[config.mk]
export PLATFORM = sky130hd
export DESIGN_NAME = sscl_top
export DESIGN_NICKNAME = d
export VERILOG_FILES = /design/src/hw/sscl_sync.v /design/src/hw/sscl_top.v
export VERILOG_INCLUDE_DIRS = /design/src /design/src/hw
export SDC_FILE = /design/constraint.sdc
export NUM_CORES = 1
export LEC_CHECK = 0
export CAP_MARGIN = 25
export CORE_ASPECT_RATIO = 0.75
export CORE_MARGIN = 2
export CORE_UTILIZATION = 50
export CTS_CLUSTER_DIAMETER = 80
export DETAILED_ROUTE_END_ITERATION = 6
export DONT_BUFFER_PORTS = 1
export GPL_ROUTABILITY_DRIVEN = 0
export PLACE_DENSITY = 0.63
export SLEW_MARGIN = 20
export SYNTH_ARGS = -nofsm -noshare
export SYNTH_HDL_FRONTEND = slang
export SYNTH_SLANG_ARGS = --single-unit
export TNS_END_PERCENT = 100
[constraint.sdc]
create_clock -name core_clk_i -period 5.87 [get_ports core_clk_i]
set_input_delay 0.8805 -clock core_clk_i [delete_from_list [all_inputs] [get_ports core_clk_i]]
set_output_delay 0.8805 -clock core_clk_i [all_outputs]
set_load 0.01 [all_outputs]
[src/hw/sscl_map.vh]
// Constants for the serial configuration latches of the synthesizer
`ifndef SSCL_MAP_VH
`define SSCL_MAP_VH

`define SSCL_WORD_W      24
`define SSCL_SEL_HI      1
`define SSCL_SEL_LO      0
`define SSCL_CODE_INTFR  2'h0
`define SSCL_CODE_MODREF 2'h1
`define SSCL_CODE_CTRL   2'h2
`define SSCL_CODE_NOISE  2'h3

`define SSCL_FL_BIT      23
`define SSCL_INT_MSB     22
`define SSCL_INT_LSB     14
`define SSCL_FRAC_MSB    13
`define SSCL_FRAC_LSB    2

`define SSCL_LDC_BIT     23
`define SSCL_OSEL_MSB    22
`define SSCL_OSEL_LSB    20
`define SSCL_PRE_MSB     19
`define SSCL_PRE_LSB     18
`define SSCL_RDIV_MSB    17
`define SSCL_RDIV_LSB    14
`define SSCL_MOD_MSB     13
`define SSCL_MOD_LSB     2

`define SSCL_CTRL_W      16
`define SSCL_NOISE_W     11

`define SSCL_RST_INT     9'h01F
`define SSCL_RST_FRAC    12'h000
`define SSCL_RST_MOD     12'h002
`define SSCL_RST_RDIV    4'h1
`define SSCL_RST_OSEL    3'h0
`define SSCL_RST_CTRL    16'h0000
`define SSCL_RST_NOISE   11'h000

`define SSCL_OSEL_OFF    3'h0
`define SSCL_OSEL_LOCK   3'h1
`define SSCL_OSEL_NDIV   3'h2
`define SSCL_OSEL_RDIV   3'h3
`define SSCL_OSEL_ALOCK  3'h4

`endif

[src/hw/sscl_sync.v]
// Two-stage synchroniser for a group of asynchronous pin inputs
`timescale 1ns/1ns
`default_nettype none
module sscl_sync #(
	parameter WIDTH = 1
) (
	input  wire             core_clk_i,
	input  wire             rstn_i,
	input  wire             ce_i,
	input  wire [WIDTH-1:0] async_i,
	output reg  [WIDTH-1:0] sync_o
);
	reg [WIDTH-1:0] meta_ff;

	// First stage is read only by the second stage
	always @(posedge core_clk_i) begin
		if (!rstn_i) begin
			meta_ff <= {WIDTH{1'b0}};
			sync_o  <= {WIDTH{1'b0}};
		end else if (ce_i) begin
			meta_ff <= async_i;
			sync_o  <= meta_ff;
		end
	end
endmodule
`default_nettype wire

[src/hw/sscl_top.v]
// Serial configuration shift register, latches and digital dividers
`timescale 1ns/1ns
`default_nettype none
`include "sscl_map.vh"
module sscl_top #(
	parameter WORD_W = `SSCL_WORD_W,
	parameter INT_W  = 9,
	parameter FRAC_W = 12,
	parameter RDIV_W = 4
) (
	input  wire              core_clk_i,
	input  wire              rstn_i,
	input  wire              ce_i,
	input  wire              ser_clk_i,
	input  wire              ser_data_i,
	input  wire              load_strobe_i,
	input  wire              ref_in_i,
	input  wire              fb_in_i,
	input  wire              lock_raw_i,
	output reg               fast_lock_flag_o,
	output reg  [INT_W-1:0]  int_value_o,
	output reg  [FRAC_W-1:0] frac_value_o,
	output reg  [FRAC_W-1:0] modulus_value_o,
	output reg  [RDIV_W-1:0] ref_div_o,
	output reg               load_control_o,
	output reg  [1:0]        prescaler_o,
	output reg  [2:0]        output_select_o,
	output reg  [15:0]       control_word_o,
	output reg  [10:0]       noise_spur_word_o,
	output reg               ref_div_pulse_o,
	output reg               fb_div_pulse_o,
	output reg               monitor_output_o,
	output reg               lock_det_o,
	output reg               lock_det_oe_o
);
	// ----------------------------------------------------------------
	// Pin synchronisation and edge detection
	// ----------------------------------------------------------------
	wire [5:0] pin_sync;
	reg  [2:0] pin_prev_ff;
	wire       sclk_s;
	wire       sdata_s;
	wire       strobe_s;
	wire       ref_s;
	wire       fb_s;
	wire       lock_s;
	wire       sclk_rise;
	wire       strobe_rise;
	wire       ref_rise;

	sscl_sync #(
		.WIDTH (6)
	) u_sync (
		.core_clk_i (core_clk_i),
		.rstn_i     (rstn_i),
		.ce_i       (ce_i),
		.async_i    ({lock_raw_i, fb_in_i, ref_in_i, load_strobe_i, ser_data_i, ser_clk_i}),
		.sync_o     (pin_sync)
	);

	assign sclk_s   = pin_sync[0];
	assign sdata_s  = pin_sync[1];
	assign strobe_s = pin_sync[2];
	assign ref_s    = pin_sync[3];
	assign fb_s     = pin_sync[4];
	assign lock_s   = pin_sync[5];

	reg fb_prev_ff;
	wire fb_rise;

	// Serial clock sampled at 20 MHz; link edges are far slower
	assign sclk_rise   = sclk_s & ~pin_prev_ff[0];
	assign strobe_rise = strobe_s & ~pin_prev_ff[1];
	assign ref_rise    = ref_s & ~pin_prev_ff[2];
	assign fb_rise     = fb_s & ~fb_prev_ff;

	always @(posedge core_clk_i) begin
		if (!rstn_i) begin
			pin_prev_ff <= 3'h0;
			fb_prev_ff  <= 1'b0;
		end else if (ce_i) begin
			pin_prev_ff <= {ref_s, strobe_s, sclk_s};
			fb_prev_ff  <= fb_s;
		end
	end

	// ----------------------------------------------------------------
	// Shift register
	// ----------------------------------------------------------------
	reg [WORD_W-1:0] shift_ff;

	// Data and clock share the same sync delay, so data is aligned
	always @(posedge core_clk_i) begin
		if (!rstn_i) begin
			shift_ff <= {WORD_W{1'b0}};
		end else if (ce_i && sclk_rise) begin
			shift_ff <= {shift_ff[WORD_W-2:0], sdata_s};
		end
	end

	// ----------------------------------------------------------------
	// Latch decode
	// ----------------------------------------------------------------
	function is_code;
		input [WORD_W-1:0] word;
		input [1:0]        code;
		begin
			is_code = ({word[`SSCL_SEL_HI], word[`SSCL_SEL_LO]} == code);
		end
	endfunction

	wire wr_intfr;
	wire wr_modref;
	wire wr_ctrl;
	wire wr_noise;

	assign wr_intfr  = strobe_rise & is_code(shift_ff, `SSCL_CODE_INTFR);
	assign wr_modref = strobe_rise & is_code(shift_ff, `SSCL_CODE_MODREF);
	assign wr_ctrl   = strobe_rise & is_code(shift_ff, `SSCL_CODE_CTRL);
	assign wr_noise  = strobe_rise & is_code(shift_ff, `SSCL_CODE_NOISE);

	// ----------------------------------------------------------------
	// Latches
	// ----------------------------------------------------------------
	reg [FRAC_W-1:0] mod_hold_ff;

	always @(posedge core_clk_i) begin
		if (!rstn_i) begin
			fast_lock_flag_o  <= 1'b0;
			int_value_o       <= `SSCL_RST_INT;
			frac_value_o      <= `SSCL_RST_FRAC;
			mod_hold_ff       <= `SSCL_RST_MOD;
			modulus_value_o   <= `SSCL_RST_MOD;
			ref_div_o         <= `SSCL_RST_RDIV;
			load_control_o    <= 1'b0;
			prescaler_o       <= 2'h0;
			output_select_o   <= `SSCL_RST_OSEL;
			control_word_o    <= `SSCL_RST_CTRL;
			noise_spur_word_o <= `SSCL_RST_NOISE;
		end else if (ce_i) begin
			// Each write touches only its own latch, except that the int/frac write also loads the held modulus
			if (wr_intfr) begin
				fast_lock_flag_o <= shift_ff[`SSCL_FL_BIT];
				int_value_o      <= shift_ff[`SSCL_INT_MSB:`SSCL_INT_LSB];
				frac_value_o     <= shift_ff[`SSCL_FRAC_MSB:`SSCL_FRAC_LSB];
				modulus_value_o  <= mod_hold_ff;
			end
			if (wr_modref) begin
				// Only the modulus waits; divider and select act at once
				mod_hold_ff     <= shift_ff[`SSCL_MOD_MSB:`SSCL_MOD_LSB];
				ref_div_o       <= shift_ff[`SSCL_RDIV_MSB:`SSCL_RDIV_LSB];
				load_control_o  <= shift_ff[`SSCL_LDC_BIT];
				prescaler_o     <= shift_ff[`SSCL_PRE_MSB:`SSCL_PRE_LSB];
				output_select_o <= shift_ff[`SSCL_OSEL_MSB:`SSCL_OSEL_LSB];
			end
			if (wr_ctrl) begin
				control_word_o <= shift_ff[`SSCL_CTRL_W-1:0];
			end
			if (wr_noise) begin
				noise_spur_word_o <= shift_ff[`SSCL_NOISE_W-1:0];
			end
		end
	end

	// ----------------------------------------------------------------
	// Reference divider counter
	// ----------------------------------------------------------------
	reg [RDIV_W-1:0] ref_cnt_ff;
	reg              ref_tgl_ff;
	wire             ref_last;

	// Zero ratio is illegal; it behaves as divide by sixteen here
	// Compare with >= so a lowered ratio cannot run the count past its end
	assign ref_last = (ref_cnt_ff >= ref_div_o - {{(RDIV_W-1){1'b0}}, 1'b1});

	always @(posedge core_clk_i) begin
		if (!rstn_i) begin
			ref_cnt_ff      <= {RDIV_W{1'b0}};
			ref_div_pulse_o <= 1'b0;
			ref_tgl_ff      <= 1'b0;
		end else if (ce_i) begin
			ref_div_pulse_o <= ref_rise & ref_last;
			if (ref_rise) begin
				if (ref_last) begin
					ref_cnt_ff <= {RDIV_W{1'b0}};
					ref_tgl_ff <= ~ref_tgl_ff;
				end else begin
					ref_cnt_ff <= ref_cnt_ff + {{(RDIV_W-1){1'b0}}, 1'b1};
				end
			end
		end
	end

	// ----------------------------------------------------------------
	// Feedback integer counter with fractional accumulator
	// ----------------------------------------------------------------
	reg  [INT_W-1:0]  fb_cnt_ff;
	reg  [FRAC_W-1:0] frac_acc_ff;
	reg               carry_ff;
	reg               fb_tgl_ff;
	wire [INT_W-1:0]  fb_last_cnt;
	wire              fb_last;
	wire [FRAC_W:0]   acc_sum;
	wire              acc_wrap;

	// A carry stretches the next cycle by one feedback edge
	assign fb_last_cnt = int_value_o - {{(INT_W-1){1'b0}}, ~carry_ff};
	// A smaller integer value must not leave the count beyond its end
	assign fb_last     = (fb_cnt_ff >= fb_last_cnt);
	assign acc_sum     = {1'b0, frac_acc_ff} + {1'b0, frac_value_o};
	assign acc_wrap    = (acc_sum >= {1'b0, modulus_value_o});

	always @(posedge core_clk_i) begin
		if (!rstn_i) begin
			fb_cnt_ff      <= {INT_W{1'b0}};
			frac_acc_ff    <= {FRAC_W{1'b0}};
			carry_ff       <= 1'b0;
			fb_div_pulse_o <= 1'b0;
			fb_tgl_ff      <= 1'b0;
		end else if (ce_i) begin
			fb_div_pulse_o <= fb_rise & fb_last;
			if (fb_rise) begin
				if (fb_last) begin
					fb_cnt_ff <= {INT_W{1'b0}};
					fb_tgl_ff <= ~fb_tgl_ff;
					carry_ff  <= acc_wrap;
					if (acc_wrap) begin
						frac_acc_ff <= acc_sum[FRAC_W-1:0] - modulus_value_o;
					end else begin
						frac_acc_ff <= acc_sum[FRAC_W-1:0];
					end
				end else begin
					fb_cnt_ff <= fb_cnt_ff + {{(INT_W-1){1'b0}}, 1'b1};
				end
			end
		end
	end

	// ----------------------------------------------------------------
	// Monitor output and lock detect
	// ----------------------------------------------------------------
	reg nxt_monitor;

	always @* begin
		case (output_select_o)
			`SSCL_OSEL_OFF:   nxt_monitor = 1'b0;
			`SSCL_OSEL_LOCK:  nxt_monitor = lock_s;
			`SSCL_OSEL_NDIV:  nxt_monitor = fb_tgl_ff;
			`SSCL_OSEL_RDIV:  nxt_monitor = ref_tgl_ff;
			`SSCL_OSEL_ALOCK: nxt_monitor = lock_s & ~ref_div_pulse_o;
			default:          nxt_monitor = 1'b0;
		endcase
	end

	// Pin only ever pulls low; the external pull-up makes the high
	always @(posedge core_clk_i) begin
		if (!rstn_i) begin
			monitor_output_o <= 1'b0;
			lock_det_o       <= 1'b0;
			lock_det_oe_o    <= 1'b1;
		end else if (ce_i) begin
			monitor_output_o <= nxt_monitor;
			lock_det_o       <= 1'b0;
			lock_det_oe_o    <= ~lock_s | ref_div_pulse_o;
		end
	end
endmodule
`default_nettype wire

-- After elaboration in Yosys (flattened, before gate mapping)
Index checks and enable logic that the tools add are counted.
- add/subtract/negate cells: 6
- order comparisons: 3
- equal/unequal tests: 7
- mux-type cells: 4
- bitwise operators: 21
- reduce and logical (&&, ||, !) cells: 10
- operators by type and width (cell ; count):
    $add 12x12->13 ; 1
    $ge 13x12->1 ; 1
    $mux 12 ; 1
    $reduce_and 2->1 ; 6
    $sub 12x12->12 ; 1
    $and 1x1->1 ; 11
    $add 9x1->9 const B ; 1
    $ge 9x9->1 ; 1
    $mux 9 ; 1
    $not 1->1 ; 9
    $sub 9x1->9 ; 1
    $eq 3x2->1 const B ; 2
    $reduce_and 3->1 ; 2
    $add 4x1->4 const B ; 1
    $eq 2x2->1 const B ; 2
    $ge 4x4->1 ; 1
    $mux 4 ; 1
    $pmux 1 s4 ; 1
    $sub 4x1->4 const B ; 1
    $eq 3x1->1 const B ; 1
    $eq 3x3->1 const B ; 1
    $eq 2x1->1 const B ; 1
    $logic_not 2->1 ; 1
    $logic_and 1x1->1 ; 1
    $or 1x1->1 ; 1
- register bits: 155
- input bits: 9
- output and inout port bits: 76

-- Logic depth before layout (Yosys ltp)
Gate-level depths: netlist of run 1.
- depth after elaboration: 4
- depth in mapped cells: 19

-- Cells and area by module
A second synthesis of run 1 with hierarchy kept.
- cells, all modules: 902
- area, all modules: 7636.1 sq um
- by module, submodules not included (module ; instances ; cells each ; area an instance (sq um) ; seq. area each (sq um)):
    sscl_top ; 1 ; 864 ; 7185.6 ; 2862.7
    sscl_sync ; 1 ; 38 ; 450.4 ; 240.2

-- Least setup slack after synthesis of run 1
No wires, ideal clock.
- kind: register -> register
- start: register frac_value_o[0]
- end: register carry_ff
- arrival time: 3.528 ns
- required time: 5.748 ns
- setup slack: 2.220 ns
- cell stages (with the launch flop): 18
- buffers on the path: 2
- clock period less this slack: 3.650 ns
- cell sequence: dfxtp_1 > ha_1 > inv_1 > fa_1 > nor2b_4 > o31a_1 > o311a_4 > o22ai_1 > xnor2_1 > ha_1 > a21oi_1 > nor3b_1 > o31a_1 > a21oi_1 > a211o_1 > buf_6 > buf_6 > o311a_1
- longest elaborated chain between the ends: 2
- ends and longest elaborated chain (what ; RTL line ; RTL):
    start, declared ; sscl_top.v:22 ; output reg [FRAC_W-1:0] frac_value_o,
    start signal, assigned ; sscl_top.v:131 ; frac_value_o <= `SSCL_RST_FRAC;
    start signal, assigned ; sscl_top.v:145 ; frac_value_o <= shift_ff[`SSCL_FRAC_MSB:`SSCL_FRAC_LSB];
    $add 12x12->13 ; sscl_top.v:210 ; assign acc_sum = {1'b0, frac_acc_ff} + {1'b0, frac_value_o};
    $ge 13x12->1 ; sscl_top.v:211 ; assign acc_wrap = (acc_sum >= {1'b0, modulus_value_o});
    end signal, assigned ; sscl_top.v:226 ; carry_ff <= acc_wrap;
    end, declared ; sscl_top.v:199 ; reg carry_ff;
Every way passes these cells.
A chain may end at the register's enable or synchronous reset.

-- Worst setup path in the final report of run 1
- start: register frac_value_o[0]
- end: register frac_acc_ff[0]
- longest elaborated chain between the ends: 3
- elaborated cells between the ends (all ways): 4
- ends and longest elaborated chain (what ; RTL line ; RTL):
    $add 12x12->13 * ; sscl_top.v:210 ;
    $sub 12x12->12 or $ge 13x12->1 (tied branches) ; sscl_top.v:228, sscl_top.v:211 ;
    $mux 12 * ; sscl_top.v:227 ; if (acc_wrap) begin
    end signal, assigned ; sscl_top.v:216 ; frac_acc_ff <= {FRAC_W{1'b0}};
    end signal, assigned ; sscl_top.v:228 ; frac_acc_ff <= acc_sum[FRAC_W-1:0] - modulus_value_o;
    end signal, assigned ; sscl_top.v:230 ; frac_acc_ff <= acc_sum[FRAC_W-1:0];
    end, declared ; sscl_top.v:198 ; reg [FRAC_W-1:0] frac_acc_ff;
Mark *: on every way between the ends. The rest lies on a longest branch, timed or not.

==> impl_metrics.prom, run 1 <==
# TYPE chip_impl_metric gauge
chip_impl_info{name="status",value="complete, no violations"} 1
chip_impl_metric{name="final_cell_count_no_fill",unit=""} 1077
chip_impl_metric{name="synth.distinct_cells",unit=""} 58
chip_impl_metric{name="async_flop_share",unit=""} 0
chip_impl_metric{name="critical_path_arrival",unit="ns"} 4.73
chip_impl_metric{name="totalNegativeSetupSlack",unit="ns"} 0
chip_impl_metric{name="synth.cell_area",unit="um^2"} 7530
chip_impl_metric{name="timing.reg2reg.worst_path_depth",unit=""} 16
chip_impl_metric{name="wirelength",unit="mm"} 17.7
chip_impl_metric{name="insertedDiodeCount",unit=""} 0
chip_impl_metric{name="critical_path.max_fanout",unit=""} 14
chip_impl_metric{name="die_y",unit="um"} 110
chip_impl_metric{name="synthesis.area_per_instance",unit="um^2"} 8.51
chip_impl_metric{name="post_cts_hold_buffer_count",unit=""} 0
chip_impl_info{name="worst_hold_path_type",value="reg2reg"} 1
chip_impl_metric{name="firstDrtPassIters",unit=""} 4
chip_impl_metric{name="cts_max_level",unit=""} 4
chip_impl_metric{name="dieArea",unit="um^2"} 16100
chip_impl_metric{name="maxCapViolations",unit=""} 0
chip_impl_metric{name="detailroute.via_count",unit=""} 5887
chip_impl_metric{name="grt.total_usage",unit=""} 0.224
chip_impl_metric{name="timing.final.crit_period",unit="ns"} 4.38
chip_impl_metric{name="worst-endpoint-required",unit="ns"} 6.22
chip_impl_metric{name="flow.area_growth_from_synthesis",unit="%"} 9.39
chip_impl_metric{name="avgRoutedWirePerCell",unit="um"} 16.4
chip_impl_metric{name="number_of_flops_mapped_to_enable_cells_by_yosys",unit=""} 0
chip_impl_metric{name="powerDensity",unit="nW/um^2"} 263
chip_impl_metric{name="finalHoldWorstSlack",unit="ns"} 0.455
chip_impl_metric{name="netlist_instances",unit=""} 885
chip_impl_metric{name="grt_antenna_before_repair",unit=""} 0
chip_impl_metric{name="initial_utilization",unit=""} 0.516
chip_impl_info{name="endpoint_kind",value="flip-flop"} 1
chip_impl_info{name="root_buffer",value="sky130_fd_sc_hd__clkbuf_16"} 1
chip_impl_metric{name="grt_max_degree",unit=""} 147
chip_impl_info{name="setup.worst_path.class",value="reg2reg"} 1
chip_impl_metric{name="cts.sink_count",unit=""} 155
chip_impl_metric{name="setup.reg_to_reg.worst_slack",unit="ns"} 1.49
chip_impl_info{name="synth-main-ff-cell",value="sky130_fd_sc_hd__dfxtp_1"} 1
chip_impl_metric{name="core_area",unit="um^2"} 14600
chip_impl_metric{name="cts_inserted_buffers",unit=""} 17
chip_impl_info{name="setup.worst_path.start_class",value="flip-flop"} 1
chip_impl_metric{name="final-setup-viol-count",unit=""} 0
chip_impl_info{name="hold_path_startpoint",value="mod_hold_ff[11]"} 1
chip_impl_metric{name="die_w",unit="um"} 146
chip_impl_metric{name="io_pins",unit=""} 85
chip_impl_metric{name="port-buffer-count",unit=""} 0
chip_impl_metric{name="slew_violations",unit=""} 0
chip_impl_metric{name="synth.net_count",unit=""} 938
chip_impl_metric{name="worst_setup_hold_path_clk_slew",unit="ns"} 0.06
chip_impl_metric{name="clockBufferDepth",unit=""} 2
chip_impl_metric{name="hold_violations",unit=""} 0
chip_impl_info{name="reg2reg_from",value="frac_value_o[0]"} 1
chip_impl_metric{name="irDropWorstVdd",unit="V"} 0.000223
chip_impl_metric{name="grt_pass1_wl",unit="mm"} 28.6
chip_impl_metric{name="route.detailed.drc",unit=""} 0
chip_impl_metric{name="detail_route.vias_per_cell",unit=""} 5.47
chip_impl_metric{name="max_freq",unit="MHz"} 228
chip_impl_metric{name="dp.final_hpwl",unit="mm"} 12.6
chip_impl_metric{name="power_leakage",unit="uW"} 0.00318
chip_impl_info{name="min_to",value="mod_hold_ff[11]"} 1
chip_impl_metric{name="clk_latency",unit="ns"} 0.42
chip_impl_metric{name="vias_in_the_first_global_route",unit=""} 5614
chip_impl_metric{name="utilization",unit=""} 0.564
chip_impl_metric{name="finish.net_count",unit=""} 917
chip_impl_metric{name="cells_after_dpl",unit=""} 1045
chip_impl_metric{name="layout_cell_share_with_drive_strength_beyond_1",unit=""} 0.0547
chip_impl_metric{name="gr-total-overflow",unit=""} 0
chip_impl_metric{name="detailedRoute.firstIterationViolations",unit=""} 363
chip_impl_metric{name="num-fill-cells",unit=""} 1346
chip_impl_metric{name="yosysSeqAreaShare",unit=""} 0.412
chip_impl_metric{name="worstMarginPinSlew",unit="ns"} 0.974
chip_impl_metric{name="final_cycle_utilization_of_the_critical_path",unit=""} 0.746
chip_impl_info{name="clock_tree_from_tritoncts",value="done"} 1
chip_impl_metric{name="yosysWarnings",unit=""} 0
chip_impl_info{name="rsz_0062_raised_after_global_routing",value="no"} 1
chip_impl_metric{name="worst_hold_path.num_cells",unit=""} 2
chip_impl_metric{name="clock-skew-final",unit="ns"} 0.00898
chip_impl_info{name="yosys.area.top_type",value="sky130_fd_sc_hd__dfxtp_1"} 1
chip_impl_info{name="worstReg2RegEnd",value="frac_acc_ff[0]"} 1
chip_impl_metric{name="post_cts_resize_count",unit=""} 0
chip_impl_metric{name="ant_nets",unit=""} 0
chip_impl_metric{name="floorplan.rows",unit=""} 38
chip_impl_metric{name="synth.ff_latch_count",unit=""} 155
chip_impl_metric{name="synth_largest_type_area_fraction",unit=""} 0.412
chip_impl_metric{name="maxSlewHeadroom",unit=""} 0.334
chip_impl_metric{name="cts_setup_buffers",unit=""} 0
chip_impl_info{name="synth_area_leaders",value="sky130_fd_sc_hd__dfxtp_1 (41%), sky130_fd_sc_hd__nand2_1 (11%), sky130_fd_sc_hd__a21boi_1 (9.0%), sky130_fd_sc_hd__ha_1 (7.0%), sky130_fd_sc_hd__mux2i_1 (4.7%)"} 1
## where the power goes
group	switching, uW	internal (uW)
combinational	18.8	25.2
sequential	5.70	1060
clock	466	593
total	490	1680
## worst max-delay path, stage by stage, from the launching register on
cell and delay (ns):
sky130_fd_sc_hd__dfxtp_1 0.41, sky130_fd_sc_hd__ha_1 0.21, sky130_fd_sc_hd__inv_1 0.07, sky130_fd_sc_hd__fa_1 0.44, sky130_fd_sc_hd__nor2b_4 0.14, sky130_fd_sc_hd__o31a_1 0.21
sky130_fd_sc_hd__o311a_4 0.20, sky130_fd_sc_hd__o22ai_1 0.09, sky130_fd_sc_hd__xnor2_1 0.21, sky130_fd_sc_hd__ha_1 0.34, sky130_fd_sc_hd__a21oi_1 0.20, sky130_fd_sc_hd__nor3b_1 0.37
sky130_fd_sc_hd__o31a_1 0.22, sky130_fd_sc_hd__a21oi_1 0.08, sky130_fd_sc_hd__a211o_1 0.57, sky130_fd_sc_hd__mux2_4 0.41, sky130_fd_sc_hd__a21oi_2 0.13
## worst max-delay path by stage
stage	depth (start not counted)	endpoint	startpoint
2_1_floorplan	17	carry_ff	frac_value_o[0]
3_3_place_gp	16	frac_acc_ff[0]	frac_value_o[0]
3_5_place_dp	16	frac_acc_ff[0]	frac_value_o[0]
4_1_cts	16	frac_acc_ff[0]	frac_value_o[0]
5_1_grt	16	frac_acc_ff[0]	frac_value_o[0]
6_report	16	frac_acc_ff[0]	frac_value_o[0]
## metrics by stage
step	cell area, um^2	setup slack, ns	total power [uW]
finish	8240	1.49	2170
global route	8240	1.35	2240
CTS	8240	1.58	2190
detailed placement	7670	1.63	1130
global placement	7640	1.79	1130
floorplan	7530	2.22	1140
## sequential cells by signal, indices dropped and copies added, names as in the netlist, 11 cells and up
| signal | count |
|---|---|
| mod_hold_ff | 12 |
| noise_spur_word_o | 11 |
| modulus_value_o | 12 |
| shift_ff | 24 |
| control_word_o | 16 |
| frac_value_o | 12 |
| frac_acc_ff | 12 |
## cell families after synthesis
kind of cell               count (synthesis)  share of synthesized area
AOI/OAI and AO/OA                        196                      0.181
xor gates and xnor gates                  36                     0.0419
adders and majority gates                 44                     0.0751
buffers and inverters                     77                     0.0409
DFF                                      155                      0.412
muxes                                     37                     0.0500
other                                      1                   0.000498
and+or+nand+nor                          339                      0.199
## layout by cell type (no fill, tap or decap), types with 8 or more instances in the layout
cell and instances:
sky130_fd_sc_hd__a21boi_1 90, sky130_fd_sc_hd__a21o_1 8, sky130_fd_sc_hd__a21oi_1 33, sky130_fd_sc_hd__clkbuf_16 17, sky130_fd_sc_hd__dfxtp_1 155, sky130_fd_sc_hd__ha_1 42
sky130_fd_sc_hd__inv_1 31, sky130_fd_sc_hd__mux2i_1 35, sky130_fd_sc_hd__nand2_1 214, sky130_fd_sc_hd__nand2b_1 8, sky130_fd_sc_hd__nand3_1 12, sky130_fd_sc_hd__nand4_1 9
sky130_fd_sc_hd__nor2_1 38, sky130_fd_sc_hd__nor2b_1 27, sky130_fd_sc_hd__o21a_1 8, sky130_fd_sc_hd__o21ai_0 19, sky130_fd_sc_hd__xnor2_1 23, sky130_fd_sc_hd__xor2_1 13
## routing by layer
| layer | GRT usage | routed length [um] | vias to the layer above |
|---|---|---|---|
| met3 | 0.0613 | 1110 | 21 |
| li1 | - | - | 2955 |
| met4 | 0.0665 | 230 | 0 |
| met2 | 0.335 | 7440 | 148 |
| met1 | 0.317 | 8920 | 2763 |
| met5 | 0 | 0 | - |
## synth_stat cells, drive strengths merged, types with 3 or more instances
library cell,instances
dfxtp,155
o211ai,5
a211oi,3
buf,4
or2,6
a21oi,34
and3,4
o21ai,26
ha,42
a21o,8
nor4,3
xnor2,23
inv,31
nor3,5
o21a,8
o22ai,4
nor2b,28
o21bai,3
o311a,3
nand2b,8
nor3b,3
xor2,13
nand4,9
clkbuf,42
nand2,214
nand3,12
a21boi,91
mux2i,35
nor2,38
## cell type report
class / count / area [um^2] / share of cell area
clock inverter: 14 / 135 / 0.0164
multi-input combinational: 653 / 4140 / 0.502
timing repair buffer: 6 / 68.8 / 0.00835
inverter: 31 / 116 / 0.0141
clock buffer: 18 / 429 / 0.0521
tap: 200 / 250 / 0.0304
sequential: 155 / 3100 / 0.377
(Power assumes the default switching activity.)
==> inputs of run 2 (changes only) <==
clock period = 4.1 ns   (was 5.87 ns; I/O delays follow)
==> run 2 against run 1 <==
  * Critical path depth is 1 higher
  * Sequential share of layout area is 0.37 points lower
  * Register-to-register slack worse by 1.3 ns
  * Critical path type unchanged
==> impl_metrics.prom, run 2 (synthesis results as in run 1) <==
# TYPE chip_impl_metric gauge
chip_impl_info{name="status",value="complete, no violations"} 1
chip_impl_metric{name="io_pins",unit=""} 85
chip_impl_metric{name="floorplan.rows",unit=""} 38
chip_impl_metric{name="maxCapViolations",unit=""} 0
chip_impl_metric{name="cts_inserted_buffers",unit=""} 17
chip_impl_metric{name="flow.area_growth_from_synthesis",unit="%"} 10.5
chip_impl_metric{name="route.detailed.drc",unit=""} 0
chip_impl_metric{name="power_leakage",unit="uW"} 0.00323
chip_impl_metric{name="core_area",unit="um^2"} 14600
chip_impl_info{name="worst_hold_path_type",value="in2reg"} 1
chip_impl_metric{name="maxSlewHeadroom",unit=""} 0.466
chip_impl_metric{name="grt_max_degree",unit=""} 147
chip_impl_info{name="timing.critical_path.slowest_stage_cell",value="sky130_fd_sc_hd__fa_1"} 1
chip_impl_metric{name="critical_path.max_fanout",unit=""} 7
chip_impl_metric{name="max_stage_delay",unit="ns"} 0.44
chip_impl_metric{name="post_cts_hold_buffer_count",unit=""} 0
chip_impl_metric{name="worstMarginPinSlew",unit="ns"} 0.800
chip_impl_metric{name="finalHoldWorstSlack",unit="ns"} 0.280
chip_impl_info{name="cell_chain_critical_path",value="ha_1, inv_1, fa_1, nor2b_4, o31a_1, o311a_4, o22ai_1, xnor2_1, ha_2, a21oi_2, nor3b_2, o31a_1, a21oi_1, a211o_2, buf_4, mux2i_1, a21oi_1"} 1
chip_impl_metric{name="cts.sink_count",unit=""} 155
chip_impl_metric{name="ant_nets",unit=""} 0
chip_impl_metric{name="insertedDiodeCount",unit=""} 0
chip_impl_metric{name="final-setup-viol-count",unit=""} 0
chip_impl_metric{name="dieArea",unit="um^2"} 16100
chip_impl_metric{name="vias_in_the_first_global_route",unit=""} 5710
chip_impl_metric{name="layout_cell_share_with_drive_strength_beyond_1",unit=""} 0.0677
chip_impl_metric{name="irDropWorstVdd",unit="V"} 0.000270
chip_impl_metric{name="clock-skew-final",unit="ns"} 0.00869
chip_impl_metric{name="firstDrtPassIters",unit=""} 4
chip_impl_metric{name="finish.net_count",unit=""} 926
chip_impl_metric{name="grt_pass1_wl",unit="mm"} 29.1
chip_impl_metric{name="largest_register_ffs",unit=""} 24
chip_impl_info{name="endpoint_kind",value="flip-flop"} 1
chip_impl_metric{name="final_cell_count_no_fill",unit=""} 1086
chip_impl_info{name="top_register",value="shift_ff"} 1
chip_impl_metric{name="cells_after_dpl",unit=""} 1050
chip_impl_metric{name="clockBufferDepth",unit=""} 2
chip_impl_info{name="most-common-layout-cells",value="sky130_fd_sc_hd__nand2_1 (214), sky130_fd_sc_hd__dfxtp_1 (155), sky130_fd_sc_hd__a21boi_1 (90), sky130_fd_sc_hd__ha_1 (41), sky130_fd_sc_hd__nor2_1 (38)"} 1
chip_impl_metric{name="initial_utilization",unit=""} 0.516
chip_impl_info{name="cpLargestDelayFamily",value="compound AO/OA/AOI/OAI gates"} 1
chip_impl_metric{name="detailroute.via_count",unit=""} 5999
chip_impl_metric{name="totalNegativeSetupSlack",unit="ns"} 0
chip_impl_metric{name="die_y",unit="um"} 110
chip_impl_metric{name="powerDensity",unit="nW/um^2"} 379
chip_impl_metric{name="cts_max_level",unit=""} 4
chip_impl_info{name="clock_tree_from_tritoncts",value="done"} 1
chip_impl_info{name="root_buffer",value="sky130_fd_sc_hd__clkbuf_16"} 1
chip_impl_metric{name="die_w",unit="um"} 146
chip_impl_info{name="setup.worst_path.start_class",value="flip-flop"} 1
chip_impl_info{name="biggestRegsByFlops",value="shift_ff: 24 flops, control_word_o: 16 flops"} 1
chip_impl_metric{name="detailedRoute.firstIterationViolations",unit=""} 414
chip_impl_metric{name="final_cycle_utilization_of_the_critical_path",unit=""} 0.951
chip_impl_metric{name="clk_latency",unit="ns"} 0.43
chip_impl_metric{name="grt_antenna_before_repair",unit=""} 0
chip_impl_metric{name="worst_setup_hold_path_clk_slew",unit="ns"} 0.06
chip_impl_metric{name="port-buffer-count",unit=""} 0
chip_impl_metric{name="timing.final.crit_period",unit="ns"} 3.90
chip_impl_metric{name="avgRoutedWirePerCell",unit="um"} 16.3
chip_impl_metric{name="wirelength",unit="mm"} 17.7
chip_impl_metric{name="detail_route.vias_per_cell",unit=""} 5.52
chip_impl_metric{name="num-fill-cells",unit=""} 1349
chip_impl_metric{name="dp.final_hpwl",unit="mm"} 12.5
chip_impl_metric{name="worst-endpoint-required",unit="ns"} 4.40
chip_impl_info{name="final_common_cell",value="sky130_fd_sc_hd__nand2_1"} 1
chip_impl_metric{name="critical_path_arrival",unit="ns"} 4.20
chip_impl_metric{name="max_freq",unit="MHz"} 256
chip_impl_metric{name="grt.total_usage",unit=""} 0.229
chip_impl_metric{name="slew_violations",unit=""} 0
chip_impl_metric{name="gr-total-overflow",unit=""} 0
chip_impl_metric{name="setup.reg_to_reg.worst_slack",unit="ns"} 0.20
chip_impl_metric{name="crit_buf_inv",unit=""} 2
chip_impl_metric{name="hold_violations",unit=""} 0
chip_impl_info{name="setup.worst_path.class",value="reg2reg"} 1
[run 2: per-stage QoR]
step	worst slack, ns	cell area [um^2]	total power (uW)	utilization
floorplan	0.450	7530	1630	-
global placement	0.259	7680	1620	0.526
detailed placement	0.0751	7700	1620	0.527
CTS	0.000208	8280	3180	0.567
global route	-0.0306	8320	3260	0.570
finish	0.201	8320	3150	0.570
[run 2: final cells by class]
cell class	instances	area (um^2)	share of cell area
well taps	200	250	0.0301
repair buffers	15	120	0.0144
clock inverters	12	135	0.0162
flip-flops and latches	155	3100	0.373
inverters	31	116	0.0140
multi-input cells	653	4150	0.499
clock buffers	20	447	0.0537
[run 2: routing by layer]
layer	GRT usage	routed length (um)
met1	0.324	8850
met2	0.336	7380
met3	0.0621	1200
met4	0.0840	280
met5	0	0
[run 2: repair_timing]
action,4_1_cts,5_1_grt
buffers inserted,0,4
gates resized for setup,0,4
endpoints found under the setup margin,0,13
[run 2: final timing paths]
check	start	endpoint	cells after the start
min	rstn_i	lock_det_oe_o	1
max reg2reg	frac_value_o[0]	frac_acc_ff[6]	17
min reg2reg	mod_hold_ff[2]	modulus_value_o[2]	2
max	frac_value_o[0]	frac_acc_ff[6]	17
[run 2: worst reg2reg max path, delay by kind of cell (launching register included)]
family                   cells  cell delay (ns)
buffers and inverters        2             0.28
AO/OA/AOI/OAI                8             1.31
flip-flops                   1             0.34
multiplexers                 1             0.19
XOR/XNOR                     1             0.27
AND/OR/NAND/NOR              2             0.37
adder cells (fa/ha/maj)      3             1.01
[run 2: report_power, final]
group          switching, uW  total, uW  internal, uW
clock                    643       1560           919
sequential              8.08       1520          1510
combinational           27.4       65.4          38.0
